<file path="src/logic/gcts_pkg.sv">
package gcts_pkg;

    // ------------------------------------------------------------
    // Register offsets (internal 7-bit addresses)
    // ------------------------------------------------------------
    localparam logic [6:0] GCTS_ADDR_SUMMARY    = 7'h1F; // Summary read, command write
    localparam logic [6:0] GCTS_ADDR_SYNC_CTRL  = 7'h20; // Transmit sync control
    localparam logic [6:0] GCTS_ADDR_DELAY_LOW  = 7'h21; // Sync delay low byte
    localparam logic [6:0] GCTS_ADDR_DELAY_HIGH = 7'h22; // Sync delay high byte

    // ------------------------------------------------------------
    // Broadcast command codes
    // ------------------------------------------------------------
    localparam logic [7:0] GCTS_CMD_EXT_ON   = 8'hCE; // Extended addressing on
    localparam logic [7:0] GCTS_CMD_EXT_OFF  = 8'hCD; // Extended addressing off
    localparam logic [3:0] GCTS_CMD_TRIG_HI  = 4'hE;  // Upper nibble of trigger codes

    // ------------------------------------------------------------
    // SPI command byte layout and address forming
    // ------------------------------------------------------------
    localparam int         GCTS_CMD_WRITE_BIT = 7;     // Write/read flag
    localparam int         GCTS_CMD_UART_BIT  = 5;     // UART select
    localparam logic [2:0] GCTS_STD_PREFIX    = 3'h0;  // Standard upper bits
    localparam logic [2:0] GCTS_EXT_PREFIX    = 3'h2;  // Extended upper bits

    // ------------------------------------------------------------
    // Sync control field positions
    // ------------------------------------------------------------
    localparam int GCTS_CLK_PIN_BIT  = 7; // Clock to pin
    localparam int GCTS_AUTO_DIS_BIT = 6; // Auto transmitter disable
    localparam int GCTS_DELAY_BIT    = 5; // Delayed start enable
    localparam int GCTS_SYNC_EN_BIT  = 4; // Sync enable

    // ------------------------------------------------------------
    // Reset values
    // ------------------------------------------------------------
    localparam logic [7:0] GCTS_CTRL_RESET    = 8'h00; // Sync control reset
    localparam logic [7:0] GCTS_DELAY_RESET   = 8'h00; // Delay bytes reset
    localparam logic [1:0] GCTS_SUMMARY_RESET = 2'h3;  // Pending bits idle high
    localparam logic [5:0] GCTS_SUMMARY_PAD   = 6'h00; // Upper summary bits

endpackage

</file>
<file path="src/logic/gcts_sync_unit.sv">
`timescale 1ns/1ps
`default_nettype none

module gcts_sync_unit
    import gcts_pkg::*;
#(
    parameter int DELAY_W = 16
)(
    input  wire logic               sys_clk,
    input  wire logic               reset_n,
    input  wire logic [7:0]         ctrl,
    input  wire logic [DELAY_W-1:0] delay,
    input  wire logic               trig_pulse,
    input  wire logic [3:0]         trig_num,
    input  wire logic               bit_tick,
    input  wire logic               queue_has_data,
    input  wire logic               queue_drained,
    output logic                    transmitter_off,
    output logic                    tx_start
);

    // ------------------------------------------------------------
    // Sequencer states
    // ------------------------------------------------------------
    typedef enum logic [1:0]
    {
        GCTS_IDLE  = 2'b00, // Waiting for trigger
        GCTS_WAIT  = 2'b01, // Counting delay
        GCTS_SEND  = 2'b10  // Transmitter released
    } gcts_state_e;

    gcts_state_e        state_reg;  // Current state
    logic [DELAY_W-1:0] count_reg;  // Bit intervals remaining

    wire logic sync_en  = ctrl[GCTS_SYNC_EN_BIT];
    wire logic hit      = sync_en && trig_pulse && (trig_num == ctrl[3:0]); // [RULE12] [RULE15]
    wire logic go       = hit && queue_has_data; // [RULE14]

    // ------------------------------------------------------------
    // Sequencer
    // ------------------------------------------------------------
    always_ff @(posedge sys_clk)
    begin
        tx_start <= 1'b0;
        if (!reset_n)
        begin
            state_reg <= GCTS_IDLE;
            count_reg <= '0;
        end
        else if (!sync_en)
        begin
            state_reg <= GCTS_IDLE; // [RULE15]
        end
        else
        begin
            unique case (state_reg)
                GCTS_IDLE:
                begin
                    if (go && ctrl[GCTS_DELAY_BIT] && delay != '0)
                    begin
                        state_reg <= GCTS_WAIT; // [RULE17] [RULE24]
                        count_reg <= delay;
                    end
                    else if (go)
                    begin
                        state_reg <= GCTS_SEND;
                        tx_start  <= 1'b1; // [RULE16]
                    end
                end
                GCTS_WAIT:
                begin
                    // Count bit intervals down
                    if (bit_tick)
                    begin
                        count_reg <= count_reg - 1'b1; // [RULE18]
                        if (count_reg == {{(DELAY_W-1){1'b0}}, 1'b1})
                        begin
                            state_reg <= GCTS_SEND;
                            tx_start  <= 1'b1; // [RULE16]
                        end
                    end
                end
                GCTS_SEND:
                begin
                    // Re-arm once queue empties in auto mode
                    if (ctrl[GCTS_AUTO_DIS_BIT] && queue_drained)
                        state_reg <= GCTS_IDLE; // [RULE19]
                end
            endcase
        end
    end

    // ------------------------------------------------------------
    // Transmitter disable
    // ------------------------------------------------------------
    always_ff @(posedge sys_clk)
    begin
        if (!reset_n)
            transmitter_off <= 1'b0;
        else
            transmitter_off <= sync_en && (state_reg != GCTS_SEND) && !go; // [RULE13]
    end

endmodule

`default_nettype wire

</file>
<file path="src/logic/gcts_top.sv">
// Operation
// [RULE1] Active-low pending bit per UART, reset high
// [RULE2] Only unmasked sources; shared interrupt pin
// [RULE3] Bit returns high after status read
// [RULE4] Summary readable at 0x1F and fast read
// [RULE5] Write to 0x1F broadcast to both UARTs
// [RULE6] Command 0xCE selects extended SPI addressing
// [RULE7] Command 0xCD restores standard SPI addressing
// [RULE8] I2C uses seven-bit address directly
// [RULE9] UART select kept in extended mode
// [RULE10] Codes 0xE0..0xEF are triggers 0..15
// [RULE11] Host broadcasts trigger command to start
// [RULE12] Four-bit trigger select picks matching command
// [RULE13] Sync enable forces transmitter disable high
// [RULE14] Start on trigger only with queued data
// [RULE15] Sync disabled: triggers never start transmitter
// [RULE16] Start bit falling edge marks start
// [RULE17] Delay bit adds programmed sync delay
// [RULE18] Sixteen-bit delay in bit intervals
// [RULE19] Auto disable once queue fully sent
// [RULE20] Clock-to-pin bit drives sysclk copy to GPIO
// [RULE21] Command byte: write flag, zero, select, address
// [RULE22] Fast read ignores UART select bit
// [RULE23] Unknown command bytes change nothing
// [RULE24] Trigger sampled and timed in UART clock domain
`timescale 1ns/1ps
`default_nettype none

module gcts_top
    import gcts_pkg::*;
#(
    parameter int NUM_UART = 2,  // UARTs served
    parameter int DELAY_W  = 16  // Delay counter width
)(
    input  wire logic                sys_clk,
    input  wire logic                reset_n,
    input  wire logic                spi_mode,          // High: SPI, low: I2C
    input  wire logic                cmd_valid,         // Command byte strobe
    input  wire logic [7:0]          cmd_byte,          // SPI command byte
    input  wire logic [6:0]          i2c_addr,          // I2C register address
    input  wire logic                i2c_uart,          // I2C UART select
    input  wire logic                wr_valid,          // Data write strobe
    input  wire logic [7:0]          wr_data,           // Data write byte
    input  wire logic                rd_req,            // Data read strobe
    input  wire logic [NUM_UART-1:0] source_pending,    // Raw sources, per UART
    input  wire logic [NUM_UART-1:0] interrupt_enable_mask, // Unmasked sources
    input  wire logic [NUM_UART-1:0] status_read,       // Status register read pulse
    input  wire logic [NUM_UART-1:0] bit_tick,          // One per bit interval
    input  wire logic [NUM_UART-1:0] queue_has_data,    // Transmit queue non-empty
    input  wire logic [NUM_UART-1:0] queue_drained,     // Queue fully sent
    input  wire logic [NUM_UART-1:0] uart_sysclk,       // Per-UART clock level
    output logic [7:0]               rd_data,           // Read result
    output logic [6:0]               reg_addr,          // Decoded internal address
    output logic                     reg_uart,          // Decoded UART select
    output logic                     fast_summary_valid,// Summary on command byte
    output logic [1:0]               fast_summary,      // Pending bits for MISO
    output logic                     irq_n,             // Shared interrupt pin
    output logic [NUM_UART-1:0]      transmitter_off,   // Forced transmit disable
    output logic [NUM_UART-1:0]      tx_start,          // Start bit begins
    output logic [NUM_UART-1:0]      sysclk_to_pin,     // Clock copy to GPIO
    output logic [NUM_UART-1:0]      sysclk_to_pin_en   // GPIO driven by clock
);

    // ------------------------------------------------------------
    // Decode helpers
    // ------------------------------------------------------------
    function automatic logic is_trigger(input logic [7:0] b);
        is_trigger = (b[7:4] == GCTS_CMD_TRIG_HI); // [RULE10]
    endfunction

    logic                ext_mode_reg;             // Extended SPI addressing
    logic [NUM_UART-1:0] uart_pending_n_reg;       // Active-low summary
    logic [7:0]          ctrl_reg   [NUM_UART];    // Sync control per UART
    logic [7:0]          dly_lo_reg [NUM_UART];    // Delay low per UART
    logic [7:0]          dly_hi_reg [NUM_UART];    // Delay high per UART
    logic                trig_pulse_reg;           // One-cycle trigger
    logic [3:0]          trig_num_reg;             // Trigger number
    logic [NUM_UART-1:0] clk_meta_reg;             // Clock pin sync stage 1
    logic [NUM_UART-1:0] clk_sync_reg;             // Clock pin sync stage 2
    logic [NUM_UART-1:0] pend_hold_reg;            // Latched pending

    wire logic broadcast = wr_valid && (reg_addr == GCTS_ADDR_SUMMARY); // [RULE5]

    // ------------------------------------------------------------
    // Address forming from command byte or I2C address
    // ------------------------------------------------------------
    always_ff @(posedge sys_clk)
    begin
        fast_summary_valid <= 1'b0;
        if (!reset_n)
        begin
            reg_addr     <= 7'h00;
            reg_uart     <= 1'b0;
            fast_summary <= GCTS_SUMMARY_RESET;
        end
        else if (cmd_valid && spi_mode)
        begin
            reg_uart <= cmd_byte[GCTS_CMD_UART_BIT]; // [RULE21] [RULE9]
            if (ext_mode_reg)
                reg_addr <= {GCTS_EXT_PREFIX, cmd_byte[3:0]}; // [RULE6]
            else
                reg_addr <= {GCTS_STD_PREFIX[1:0], cmd_byte[4:0]}; // [RULE7]
            if (!cmd_byte[GCTS_CMD_WRITE_BIT])
            begin
                // Summary shifted during read command, select ignored
                fast_summary       <= uart_pending_n_reg[1:0]; // [RULE4] [RULE22]
                fast_summary_valid <= 1'b1;
            end
        end
        else if (cmd_valid)
        begin
            reg_addr <= i2c_addr; // [RULE8]
            reg_uart <= i2c_uart;
        end
        else if (wr_valid || rd_req)
        begin
            // Burst auto-increment past the queue address
            if (reg_addr != 7'h00)
                reg_addr <= reg_addr + 7'h01;
        end
    end

    // ------------------------------------------------------------
    // Broadcast command decode
    // ------------------------------------------------------------
    always_ff @(posedge sys_clk)
    begin
        trig_pulse_reg <= 1'b0;
        if (!reset_n)
        begin
            ext_mode_reg <= 1'b0;
            trig_num_reg <= 4'h0;
        end
        else if (broadcast)
        begin
            if (wr_data == GCTS_CMD_EXT_ON && spi_mode)
                ext_mode_reg <= 1'b1; // [RULE6]
            else if (wr_data == GCTS_CMD_EXT_OFF)
                ext_mode_reg <= 1'b0; // [RULE7]
            else if (is_trigger(wr_data))
            begin
                trig_pulse_reg <= 1'b1; // [RULE10] [RULE24]
                trig_num_reg   <= wr_data[3:0];
            end
            // Other codes fall through untouched [RULE23]
        end
    end

    // ------------------------------------------------------------
    // Pending summary; set wins over clear
    // ------------------------------------------------------------
    always_ff @(posedge sys_clk)
    begin
        if (!reset_n)
            pend_hold_reg <= '0;
        else
            pend_hold_reg <= (pend_hold_reg & ~status_read)
                           | (source_pending & interrupt_enable_mask); // [RULE2] [RULE3]
    end

    always_ff @(posedge sys_clk)
    begin
        if (!reset_n)
        begin
            uart_pending_n_reg <= '1; // [RULE1]
            irq_n              <= 1'b1;
        end
        else
        begin
            uart_pending_n_reg <= ~pend_hold_reg; // [RULE1]
            irq_n              <= ~|pend_hold_reg; // [RULE2]
        end
    end

    // ------------------------------------------------------------
    // Per-UART register writes
    // ------------------------------------------------------------
    always_ff @(posedge sys_clk)
    begin
        if (!reset_n)
        begin
            for (int u = 0; u < NUM_UART; u++)
            begin
                ctrl_reg[u]   <= GCTS_CTRL_RESET;
                dly_lo_reg[u] <= GCTS_DELAY_RESET;
                dly_hi_reg[u] <= GCTS_DELAY_RESET;
            end
        end
        else if (wr_valid)
        begin
            unique case (reg_addr)
                GCTS_ADDR_SYNC_CTRL:  ctrl_reg[reg_uart]   <= wr_data;
                GCTS_ADDR_DELAY_LOW:  dly_lo_reg[reg_uart] <= wr_data; // [RULE18]
                GCTS_ADDR_DELAY_HIGH: dly_hi_reg[reg_uart] <= wr_data; // [RULE18]
                default: ;
            endcase
        end
    end

    // ------------------------------------------------------------
    // Read mux
    // ------------------------------------------------------------
    always_ff @(posedge sys_clk)
    begin
        if (!reset_n)
            rd_data <= 8'h00;
        else if (rd_req)
        begin
            unique case (reg_addr)
                GCTS_ADDR_SUMMARY:    rd_data <= {GCTS_SUMMARY_PAD, uart_pending_n_reg[1:0]}; // [RULE4]
                GCTS_ADDR_SYNC_CTRL:  rd_data <= ctrl_reg[reg_uart];
                GCTS_ADDR_DELAY_LOW:  rd_data <= dly_lo_reg[reg_uart];
                GCTS_ADDR_DELAY_HIGH: rd_data <= dly_hi_reg[reg_uart];
                default:              rd_data <= 8'h00;
            endcase
        end
    end

    // ------------------------------------------------------------
    // Clock copy to GPIO, synchronised
    // ------------------------------------------------------------
    always_ff @(posedge sys_clk)
    begin
        if (!reset_n)
        begin
            clk_meta_reg     <= '0;
            clk_sync_reg     <= '0;
            sysclk_to_pin    <= '0;
            sysclk_to_pin_en <= '0;
        end
        else
        begin
            clk_meta_reg <= uart_sysclk;
            clk_sync_reg <= clk_meta_reg;
            for (int u = 0; u < NUM_UART; u++)
            begin
                sysclk_to_pin_en[u] <= ctrl_reg[u][GCTS_CLK_PIN_BIT]; // [RULE20]
                sysclk_to_pin[u]    <= ctrl_reg[u][GCTS_CLK_PIN_BIT] & clk_sync_reg[u];
            end
        end
    end

    // ------------------------------------------------------------
    // Sync units, one per UART
    // ------------------------------------------------------------
    genvar g;
    generate
        for (g = 0; g < NUM_UART; g++)
        begin : g_unit
            gcts_sync_unit #(
                .DELAY_W (DELAY_W)
            ) u_sync (
                .sys_clk         (sys_clk),
                .reset_n         (reset_n),
                .ctrl            (ctrl_reg[g]),
                .delay           (DELAY_W'({dly_hi_reg[g], dly_lo_reg[g]})),
                .trig_pulse      (trig_pulse_reg),
                .trig_num        (trig_num_reg),
                .bit_tick        (bit_tick[g]),
                .queue_has_data  (queue_has_data[g]),
                .queue_drained   (queue_drained[g]),
                .transmitter_off (transmitter_off[g]),
                .tx_start        (tx_start[g])
            );
        end
    endgenerate

endmodule

`default_nettype wire

</file>
<file path="config.mk">
export PLATFORM = sky130hd
export DESIGN_NAME = gcts_top
export DESIGN_NICKNAME = d
export VERILOG_FILES = /design/src/logic/gcts_pkg.sv /design/src/logic/gcts_sync_unit.sv /design/src/logic/gcts_top.sv
export SDC_FILE = /design/constraint.sdc
export NUM_CORES = 1
export LEC_CHECK = 0
export ABC_AREA = 1
export BUFFER_PORTS_ARGS = -buffer_cell sky130_fd_sc_hd__buf_2
export CAP_MARGIN = 15
export CORE_MARGIN = 8
export CORE_UTILIZATION = 54
export CTS_CLUSTER_SIZE = 30
export DETAILED_ROUTE_END_ITERATION = 16
export GPL_TIMING_DRIVEN = 0
export HOLD_SLACK_MARGIN = 0.08
export PLACE_DENSITY = 0.77
export SYNTH_ARGS = -nofsm -noshare
export SYNTH_HDL_FRONTEND = slang
export SYNTH_SLANG_ARGS = --single-unit
</file>
<file path="constraint.sdc">
create_clock -name sys_clk -period 1.9 [get_ports sys_clk]
set_clock_uncertainty 0.2 [all_clocks]
set_input_delay 0.19 -clock sys_clk [delete_from_list [all_inputs] [get_ports sys_clk]]
set_output_delay 0.19 -clock sys_clk [all_outputs]
set_load 0.05 [all_outputs]
</file>
# Yosys cells after proc, flatten, opt, wreduce, memory -nomap -nowiden
# Memory sizes are Yosys's and may differ from the RTL's. A register that Yosys moved wholly into a read port is not among the register bits.
# Cells that the tools add are included.
# W data, S select, Z words.
# op_classes
n_addsub	3
n_eq_ne	27
n_mux	68
bitwise	12
n_reduce_logical	50
# op_table
operator	n
$mux W16	4
$pmux W16 S2	2
$mux W1	39
$eq A16 B1 Y1 const B	2
$pmux W8 S4	1
$reduce_bool A16 Y1	2
$sub A16 B1 Y16 const B	2
$mux W7	4
$mux W8	3
$reduce_or A8 Y1	3
$eq A7 B6 Y1 const B	3
$mux W2	10
$reduce_and A4 Y1	5
$logic_and A1 B1 Y1	19
$eq A8 B8 Y1 const B	2
$ne A2 B1 Y1 const B	6
$pmux W2 S3	2
$reduce_and A2 Y1	6
$eq A4 B4 Y1	2
$ne A2 B2 Y1 const B	4
$reduce_bool A2 Y1	4
$add A7 B1 Y7 const B	1
$eq A7 B5 Y1 const B	1
$reduce_bool A7 Y1	1
other kinds (17)	32
# totals
reg_bits	78
mem_bits_rw	48
input_bits	44
output_inout_bits	28
wordCells	186
memories	3
# memory_table
name	depth	width	rd	rd_clocked_by_memory_dff	wr	line_no	source
ctrl_reg	2	8	3	1	2	gcts_top.sv:73	logic [7:0] ctrl_reg [NUM_UART];
dly_hi_reg	2	8	3	1	2	gcts_top.sv:75	logic [7:0] dly_hi_reg [NUM_UART];
dly_lo_reg	2	8	3	1	2	gcts_top.sv:74	logic [7:0] dly_lo_reg [NUM_UART];

# Depth between registers and ports, before layout
# Gate-level depths: netlist of the first run.
# An unclocked memory read counts as a cell.
# logic_depth
word_depth	8
mapped_depth	12
ltp_nobuf	12

# Modules after synthesis
# A second synthesis of the first run with hierarchy kept.
# hier_totals
cells_unflattened	1058
area_unflattened_um2	7299.5
# by_module_without_submodules
module	n_inst	cells_per_inst	area_per_inst_um2	seq_area_each_um2
gcts_top	1	458	3961.3	2222.1
gcts_sync_unit	2	300	1669.1	400.4

# Least setup slack after synthesis of the first run
# OpenSTA, ideal clock, no wires.
# synth_timing
kind	register to register
from	reg reg_addr[5]
to	mem dly_hi_reg[1][0] (enable)
setup_ps	329
arrival_ps	1899
t_required_ps	1371
slack_ps	-528
stages_incl_launch_ff	5
path_buffers	0
period_less_slack_ps	2428
path_cell_list	dfxtp_1 -> nand3b_1 -> nor3b_4 -> nand3_2 -> nand2_1
# synth_lines
element	line_no	source
start: declaration	gcts_top.sv:53	output logic [6:0] reg_addr,
start signal: assignment	gcts_top.sv:100	reg_addr <= {GCTS_EXT_PREFIX, cmd_byte[3:0]};
start signal: assignment	gcts_top.sv:102	reg_addr <= {GCTS_STD_PREFIX[1:0], cmd_byte[4:0]};
start signal: assignment	gcts_top.sv:112	reg_addr <= i2c_addr;
end: declaration	gcts_top.sv:75	

# Worst setup path in the final report of the first run
# layout_timing
from	reg g_unit[0].u_sync.state_reg[1]
to	reg g_unit[0].u_sync.count_reg[9]
# layout_between
elab_chain_cells	3
word_cells_on_any_way	7
cone_classes	eq/ne (3); mux (1); reduce/logical (3)
# layout_rtl
element	line_no	source
start: declaration	gcts_sync_unit.sv:32	gcts_state_e state_reg;
start signal: assignment	gcts_sync_unit.sv:47	state_reg <= GCTS_IDLE;
start signal: assignment	gcts_sync_unit.sv:52	state_reg <= GCTS_IDLE;
start signal: assignment	gcts_sync_unit.sv:61	state_reg <= GCTS_WAIT;
$eq A2 B1 Y1 or $logic_not A2 Y1 (tied branches)	gcts_sync_unit.sv:56	unique case (state_reg)
$ne A2 B2 Y1 (no source line), or another cell as far along	n/a	
$reduce_and A4 Y1 (no source line)	n/a	
end signal: assignment	gcts_sync_unit.sv:62	count_reg <= delay;
end signal: assignment	gcts_sync_unit.sv:75	count_reg <= count_reg - 1'b1;
end: declaration	gcts_sync_unit.sv:33	logic [DELAY_W-1:0] count_reg;
# Parallel ways exist; a longest one is shown, timed or not.
# A chain may end at the register's enable or synchronous reset.

==> summary.md, run 1 <==
| Metric | Value |
|---|---|
| FF-to-FF Start | `g_unit[0].u_sync.state_reg[1]` |
| Syn Std Cell Area | `between 0.006 and 0.007 mm2` |
| Crit path from | `g_unit[0].u_sync.state_reg[1]` |
| Number of enable flip-flop cells after synthesis | `48` |
| Rows | `41` |
| Class of the worst hold path | `in2reg` |
| Wirelength per Cell | `between 15 and 20 um` |
| Syn Inst Count | `971` |
| Drt total wl | `around 23,000 um` |
| First-pass iteration count of the detailed router | `6` |
| Worst path arrival time | `slightly above 2000 ps` |
| Synth cell types | `43` |
| Clk slew on worst S/H paths | `60 ps` |
| Buffers on Ports | `67` |
| Post-DR vias/cell | `between 5 and 6` |
| Clock latency on the worst-skew pair | `roughly 430 ps` |
| Avg Inst Size Synth | `approximately 7.2 um2` |
| Max FFs per register | `32` |
| Die area | `0.01679 mm2` |
| Setup TNS | `-13.01 ps` |
| Clk buf depth | `2` |
| Max rail drop VDD | `~0.8 mV` |
| Post-Layout Cell Count | `roughly 1,300` |
| Fin crit period | `1907 ps` |
| Count leader, synth | `nand2_1` |
| Crit-path max FO | `9` |
| Leak | `4.285 nW` |
| Sequential area share after synthesis | `43.39%` |
| Power consumption | `around 7 mW` |
| Period utilization | `100.4%` |
| Placer Congestion | `approximately 0.91` |
| RSZ-0062 raised after global routing | `true` |
| DR top layer | `met4` |
| Top cells by count, synth | `265 x nand2_1, 187 x nor2_1, 98 x inv_1` |
| Antenna violations before repair | `0` |
| First-pass GRT wire length | `between 30,000 and 40,000 um` |
| Cells along the critical path | `inv_1 -> ha_1 -> buf_4 -> inv_1 -> nor2_1 -> inv_2 -> nand4_1 -> buf_6 -> nor2_1 -> nor2_1` |
| NumNets Final | `roughly 1,200` |
| Failing checks | `setup timing` |
| M1 wire length | `roughly 8700 um` |
| Vias | `7,366` |
| Wire length on met3 | `2059 um` |
| Synth area leaders | `dfxtp_1 23%, edfxtp_1 21%, nand2_1 14%` |
| Initial Utilization | `~55%` |
| Worst slack, placed | `-336.9 ps` |
| Post-route core utilization | `74.36%` |
| Final worst slack | `-6.723 ps` |
| # diodes | `0` |
| Max-cap violations | `0` |
| Status | `finished with violations` |
| Die W | `between 100 and 150 um` |
| Post-DP HPWL | `about 14,000 um` |
| Routed Antenna Nets | `0` |
| Final setup viols | `3` |
| Area leader, netlist | `dfxtp_1` |
| DRC | `0` |
| Largest net degree at the start of global routing | `17` |
| Die Span Y | `around 130 um` |
| Syn-to-layout area delta | `34.70%` |
| Area of the multi-input gates | `between 0.003 and 0.004 mm2` |
| CP endpoint kind | `register` |
| Layout cell share with drive strength beyond 1 | `roughly 25%` |
| Critical path's top delay family | `buffers and inverters` |
| H-tree depth | `4` |
| Worst slew pin tran | `roughly 1200 ps` |
| Syn Nets | `a little over 1,000` |
| Synthesized flop and latch total | `approximately 130` |
| Total CTS buffers | `17` |
| Sink Count | `between 100 and 150` |
| Top-area cell type share of the netlist area | `22.70%` |
| Min-delay src | `reset_n` |
| Gr ovfl total | `0` |
| Vias in the first global route | `between 6,000 and 7,000` |
| Slew margin rel. | `around a fifth` |
| WP buf/inv | `5` |
| Inst Count DP | `1,210` |
| Met2 wire len | `approximately 11,000 um` |
| Root Driver | `clkbuf_16` |
| CP Launch Type | `register` |
| P per Cell Area | `between 700 and 800 mW/mm2` |
| Core area | `0.01262 mm2` |
| CP peak stage delay | `roughly 330 ps` |
| Total GRT Usage | `between 20% and 30%` |
| Asr flop ratio synth | `0%` |
| I/O pin count | `72` |
| DRT iter0 DRCs | `889` |
| Slowest-stage cell, CP | `dfxtp_2` |
| Main flop type after synthesis | `dfxtp_1` |
| Critical path class | `reg2reg` |
| Req. time, crit path | `2010 ps` |
| Yosys warnings | `0` |
| Hold Vio Cnt, Final | `0` |
| Fillers | `between 900 and 1,000` |
| Fmax | `~0.52 GHz` |
| Most frequent CP cell | `nor2_1` |
| Max-slew violation count | `0` |
| Sequential Area | `between 0.003 and 0.004 mm2` |
| TritonCTS clock tree | `done` |
==> through the flow <==
step / cell area [um2] / hold slack, ps
finish: 9384 / 102.6
global route: 9384 / 149.4
CTS: 8772 / 94.36
detailed placement: 7604 / 185.3
global placement: 7604 / 188.8
floorplan: 7053 / 87.63
==> final timing paths <==
kind / slack (ps) / end / depth (start not counted)
max: -7 / g_unit[0].u_sync.count_reg[9] / 10
min: 100 / g_unit[0].u_sync.state_reg[1] / 3
min reg2reg: 210 / clk_sync_reg[0] / 2
max reg2reg: -7 / g_unit[0].u_sync.count_reg[9] / 10
==> metal layers <==
| layer | global-route usage [%] | vias up |
|---|---|---|
| met5 | 0 | - |
| met4 | 13.32 | 0 |
| met3 | 7.724 | 102 |
| met2 | 43.68 | 405 |
| met1 | 29.53 | 3364 |
| li1 | - | 3495 |
==> power breakdown <==
part	internal [mW]	leakage, nW	switching [mW]
registers	2.90	1.15	0.0786
clock network	1.92	0.266	1.27
logic	0.295	2.87	0.516
==> timing repair <==
action                     CTS  global route
gates cloned                 0             4
hold buffers                37             0
buffers inserted            22            36
hold endpoints to repair    80             0
pin swaps                    7            32
setup endpoints to repair  140           103
gates resized for setup     18           103
==> area by class of cell <==
type | count | area share [%]
buffer | 28 | 1.867
clock buffer | 18 | 4.573
clock inverter | 14 | 1.520
inverter | 103 | 4.173
multi-input combinational | 714 | 40.13
sequential | 127 | 32.55
tap | 172 | 2.293
timing repair buffer | 164 | 12.89
==> layout by cell type, fill, tap and decap left out, types with 8 or more instances in the layout <==
master         synthesis  routed
clkbuf_16              0      18
edfxtp_1              48      48
ha_1                  14      11
buf_6                  2      11
xor2_1                 8       8
mux2_2                11      11
nor2_1               187     170
a21oi_1               42      36
nor2_2                 3      16
nand2_2                3      10
inv_1                 98      89
clkbuf_1              12       8
nand3_1               48      46
dfxtp_1               79      66
dlygate4sd3_1          0      36
nand4_1               15      15
nand3_4                0       8
buf_2                  9      72
o21ai_0               69      62
nand2_1              265     246
nand2_4                1      11
inv_2                  5      12
buf_4                  4      56
==> worst min-delay path, cell delays in order <==
cell and delay, ps:
clkbuf_2 220, nand2_1 220, a21oi_1 60
==> logic make-up (layout without fill, tap and decap cells) <==
logic type	Yosys count	in the layout	share of synthesized area, %
mux	12	12	1.922
xor+xnor	11	11	1.383
flops	127	127	43.39
compound gates	127	127	9.860
fa+ha+maj	14	14	2.514
simple gates	548	550	33.23
buf+inv	132	327	7.705
No activity file was read; power rests on OpenSTA's default activity.
==> run 2: changes to the inputs <==
ABC_AREA = not set   (was 1)
SYNTH_HIERARCHICAL = 1   (was not set)
==> run 2 against run 1 <==
Net effect:
- the flow still finishes with violations (setup timing)
- synthesized cell count fell by 29%
- register-to-register slack got worse by 520 ps
- critical path depth fell by 4
- non-clock buffer count rose by 8
- global-route usage rose by 0.58 points
- synthesized area fell by 2.4%
- clock power rose by 8.8%
- power rose by 3.3%
- hold slack improved by 9.3 ps
- via count fell by 6.2%
- critical path type unchanged
- largest cell class unchanged
- largest power group unchanged
==> summary.md, run 2 <==
| Metric | Value |
|---|---|
| Status | `finished with violations` |
| Failing checks | `setup timing` |
| Fmax | `~0.41 GHz` |
| Period utilization | `127.9%` |
| Vias | `6,912` |
| Placed Area | `around 0.0075 mm2` |
| Worst slew pin tran | `about 1000 ps` |
| Req. time, crit path | `2010 ps` |
| Number of enable flip-flop cells after synthesis | `between 40 and 50` |
| Leak | `3.751 nW` |
| Sink Count | `about 130` |
| Critical path class | `reg2reg` |
| RSZ-0062 raised after global routing | `true` |
| CP Launch Type | `register` |
| Rows | `between 40 and 50` |
| Count leader, synth | `dfxtp_1` |
| Met2 wire len | `~11,000 um` |
| Area leader, netlist | `dfxtp_1` |
| Top-area cell type share of the netlist area | `a little under a quarter` |
| # diodes | `0` |
| Synth area leaders | `dfxtp_1 23%, edfxtp_1 21%, mux2i_1 5.4%` |
| Setup TNS | `-20,730 ps` |
| Class of the worst hold path | `in2reg` |
| DR top layer | `met4` |
| Synth cell types | `64` |
| Total GRT Usage | `between 20% and 30%` |
| Max FFs per register | `32` |
| WP buf/inv | `1` |
| Post-DR vias/cell | `between 6 and 7` |
| Layout cell share with drive strength beyond 1 | `between 30 and 40%` |
| Syn Inst Count | `694` |
| Slowest-stage cell, CP | `or4_1` |
| Main flop type after synthesis | `dfxtp_1` |
| CP endpoint kind | `register` |
| Highest-count cells in the layout ignoring fill and taps | `70 x buf_2, 66 x dfxtp_1, 55 x and2_1, 50 x buf_4, 48 x edfxtp_1` |
| Post-route core utilization | `between 70% and 80%` |
| H-tree depth | `4` |
| FF-to-FF End | `g_unit[0].u_sync/count_reg[8]` |
| Syn Std Cell Area | `~0.007 mm2` |
| Vias in the first global route | `6,449` |
| Worst reg2reg setup slack | `-530 ps` |
| FF-to-FF path depth | `6` |
| Final worst slack | `-530.5 ps` |
| Die W | `roughly 130 um` |
| I/O pin count | `between 70 and 80` |
| DRT iter0 DRCs | `~1,000` |
| Final setup viols | `115` |
| Cells along the critical path | `or4_1 -> o41ai_4 -> buf_4 -> o31a_4 -> nor4_1 -> a311o_1` |
| Top cells by count, synth | `79 x dfxtp_1, 56 x and2_1, 48 x edfxtp_1` |
| Crit path depth | `6` |
| Max rail drop VDD | `about 0.65 mV` |
| Placer Congestion | `0.9016` |
| Critical path's top delay family | `simple AND/OR/NAND/NOR gates` |
| Antenna violations before repair | `0` |
| Drt total wl | `23,840 um` |
| Crit path from | `dly_lo_reg[0][1]` |
| Wire length on met3 | `around 2300 um` |
| Initial Utilization | `54.55%` |
| Sequential area share after synthesis | `between 40% and 50%` |
| Die Span Y | `128.2 um` |
| TritonCTS clock tree | `done` |
| Post-Layout Cell Count | `roughly 1,100` |
| Total CTS buffers | `17` |
| Fin crit period | `roughly 2400 ps` |
| Max-cap violations | `0` |
| Synthesized flop and latch total | `roughly 130` |
| Crit-path max FO | `6` |
| Hold Vio Cnt, Final | `0` |
| Clk slew on worst S/H paths | `60 ps` |
| Largest net degree at the start of global routing | `17` |
| Leading cell type in the layout, fill and taps excluded | `buf_2` |
| P per Cell Area | `slightly below 800 mW/mm2` |
| Gr ovfl total | `0` |
| FF-to-FF Start | `dly_lo_reg[0][1]` |
| M1 wire length | `about 9000 um` |
| Syn-to-layout area delta | `37.77%` |
| CP peak stage delay | `about 610 ps` |
| First-pass iteration count of the detailed router | `6` |
| NumNets Final | `between 900 and 1,000` |
| Finished Cell Area | `between 0.009 and 0.01 mm2` |
| Routed Antenna Nets | `0` |
| Post-DP HPWL | `around 14,000 um` |
| Clk buf depth | `2` |
| Avg Inst Size Synth | `a little under 10 um2` |
| Worst slack, placed | `-578.0 ps` |
| Yosys warnings | `6` |
| CP Capture Point | `g_unit[0].u_sync/count_reg[8]` |
| Clock latency on the worst-skew pair | `approximately 430 ps` |
| Worst path arrival time | `between 2000 and 3000 ps` |
| Die area | `around 0.016 mm2` |
| Slew margin rel. | `32.97%` |
| Wirelength per Cell | `roughly 23 um` |
| Core area | `0.01247 mm2` |
| Root Driver | `clkbuf_16` |
| Inst Count DP | `between 900 and 1,000` |
| DRC | `0` |
| Asr flop ratio synth | `0%` |
| Max-slew violation count | `0` |
| Syn Nets | `roughly 750` |
| Buffers on Ports | `68` |
| First-pass GRT wire length | `around 34,000 um` |
-- run 2: final cells by class --
type	instances	area, um2
Timing Repair Buffer	164	1217
Clock buffer	19	442.9
Multi-Input combinational cell	507	3961
Sequential cell	127	3052
Buffer	36	224.0
Inverter	19	71.32
Fill cell	763	3097
Clock inverter	13	185.2
Tap cell	172	215.2
-- run 2: power breakdown --
| group | internal, mW | switching, mW | leakage, nW |
|---|---|---|---|
| Combinational | 0.309 | 0.456 | 2.31 |
| Clock | 2.23 | 1.24 | 0.295 |
| Sequential | 2.90 | 0.0851 | 1.15 |
-- run 2: kinds of logic after synthesis --
group                      count (synthesis)  synth area share (%)
AOI/OAI and AO/OA                        182                 20.13
xor gates and xnor gates                  12                 1.546
adders and majority gates                 14                 2.576
buffers and inverters                     60                 3.864
DFF                                      127                 44.45
muxes                                     42                 6.274
and+or+nand+nor                          257                 21.16
-- run 2: metrics by stage --
| step | hold WS (ps) | power [mW] |
|---|---|---|
| 2_1_floorplan | 108.3 | 3.389 |
| 3_3_place_gp | 187.2 | 3.586 |
| 3_5_place_dp | 190.8 | 3.602 |
| 4_1_cts | 81.34 | 7.116 |
| 5_1_grt | 138.8 | 7.396 |
| 6_report | 111.8 | 7.212 |
-- run 2: worst min path at each step --
stage / from / to / slack, ps / cells after the start
2_1_floorplan: wr_data[5] / trig_pulse_reg / 110 / 2
4_1_cts: reset_n / reg_uart / 80 / 3
5_1_grt: reset_n / reg_uart / 140 / 3
3_3_place_gp: pend_hold_reg[1] / uart_pending_n_reg[1] / 190 / 1
6_report: reset_n / reg_uart / 110 / 3
3_5_place_dp: pend_hold_reg[1] / uart_pending_n_reg[1] / 190 / 1
-- run 2: metal layers --
| layer | global-route usage [%] | vias up |
|---|---|---|
| li1 | - | 2980 |
| met1 | 32.12 | 3288 |
| met2 | 44.10 | 506 |
| met3 | 5.782 | 138 |
| met4 | 12.66 | 0 |
| met5 | 0 | - |
-- run 2: what timing repair did --
action,in CTS,in global routing
setup endpoints to repair,137,130
hold endpoints to repair,74,0
pin swaps,21,35
hold buffers,34,0
gates cloned,2,1
gates resized for setup,49,62
setup buffers,34,25
-- run 2: tightest hold or removal path, cell delays in order --
cell and delay [ps]:
buf_2 190, inv_1 240, a211oi_1 70
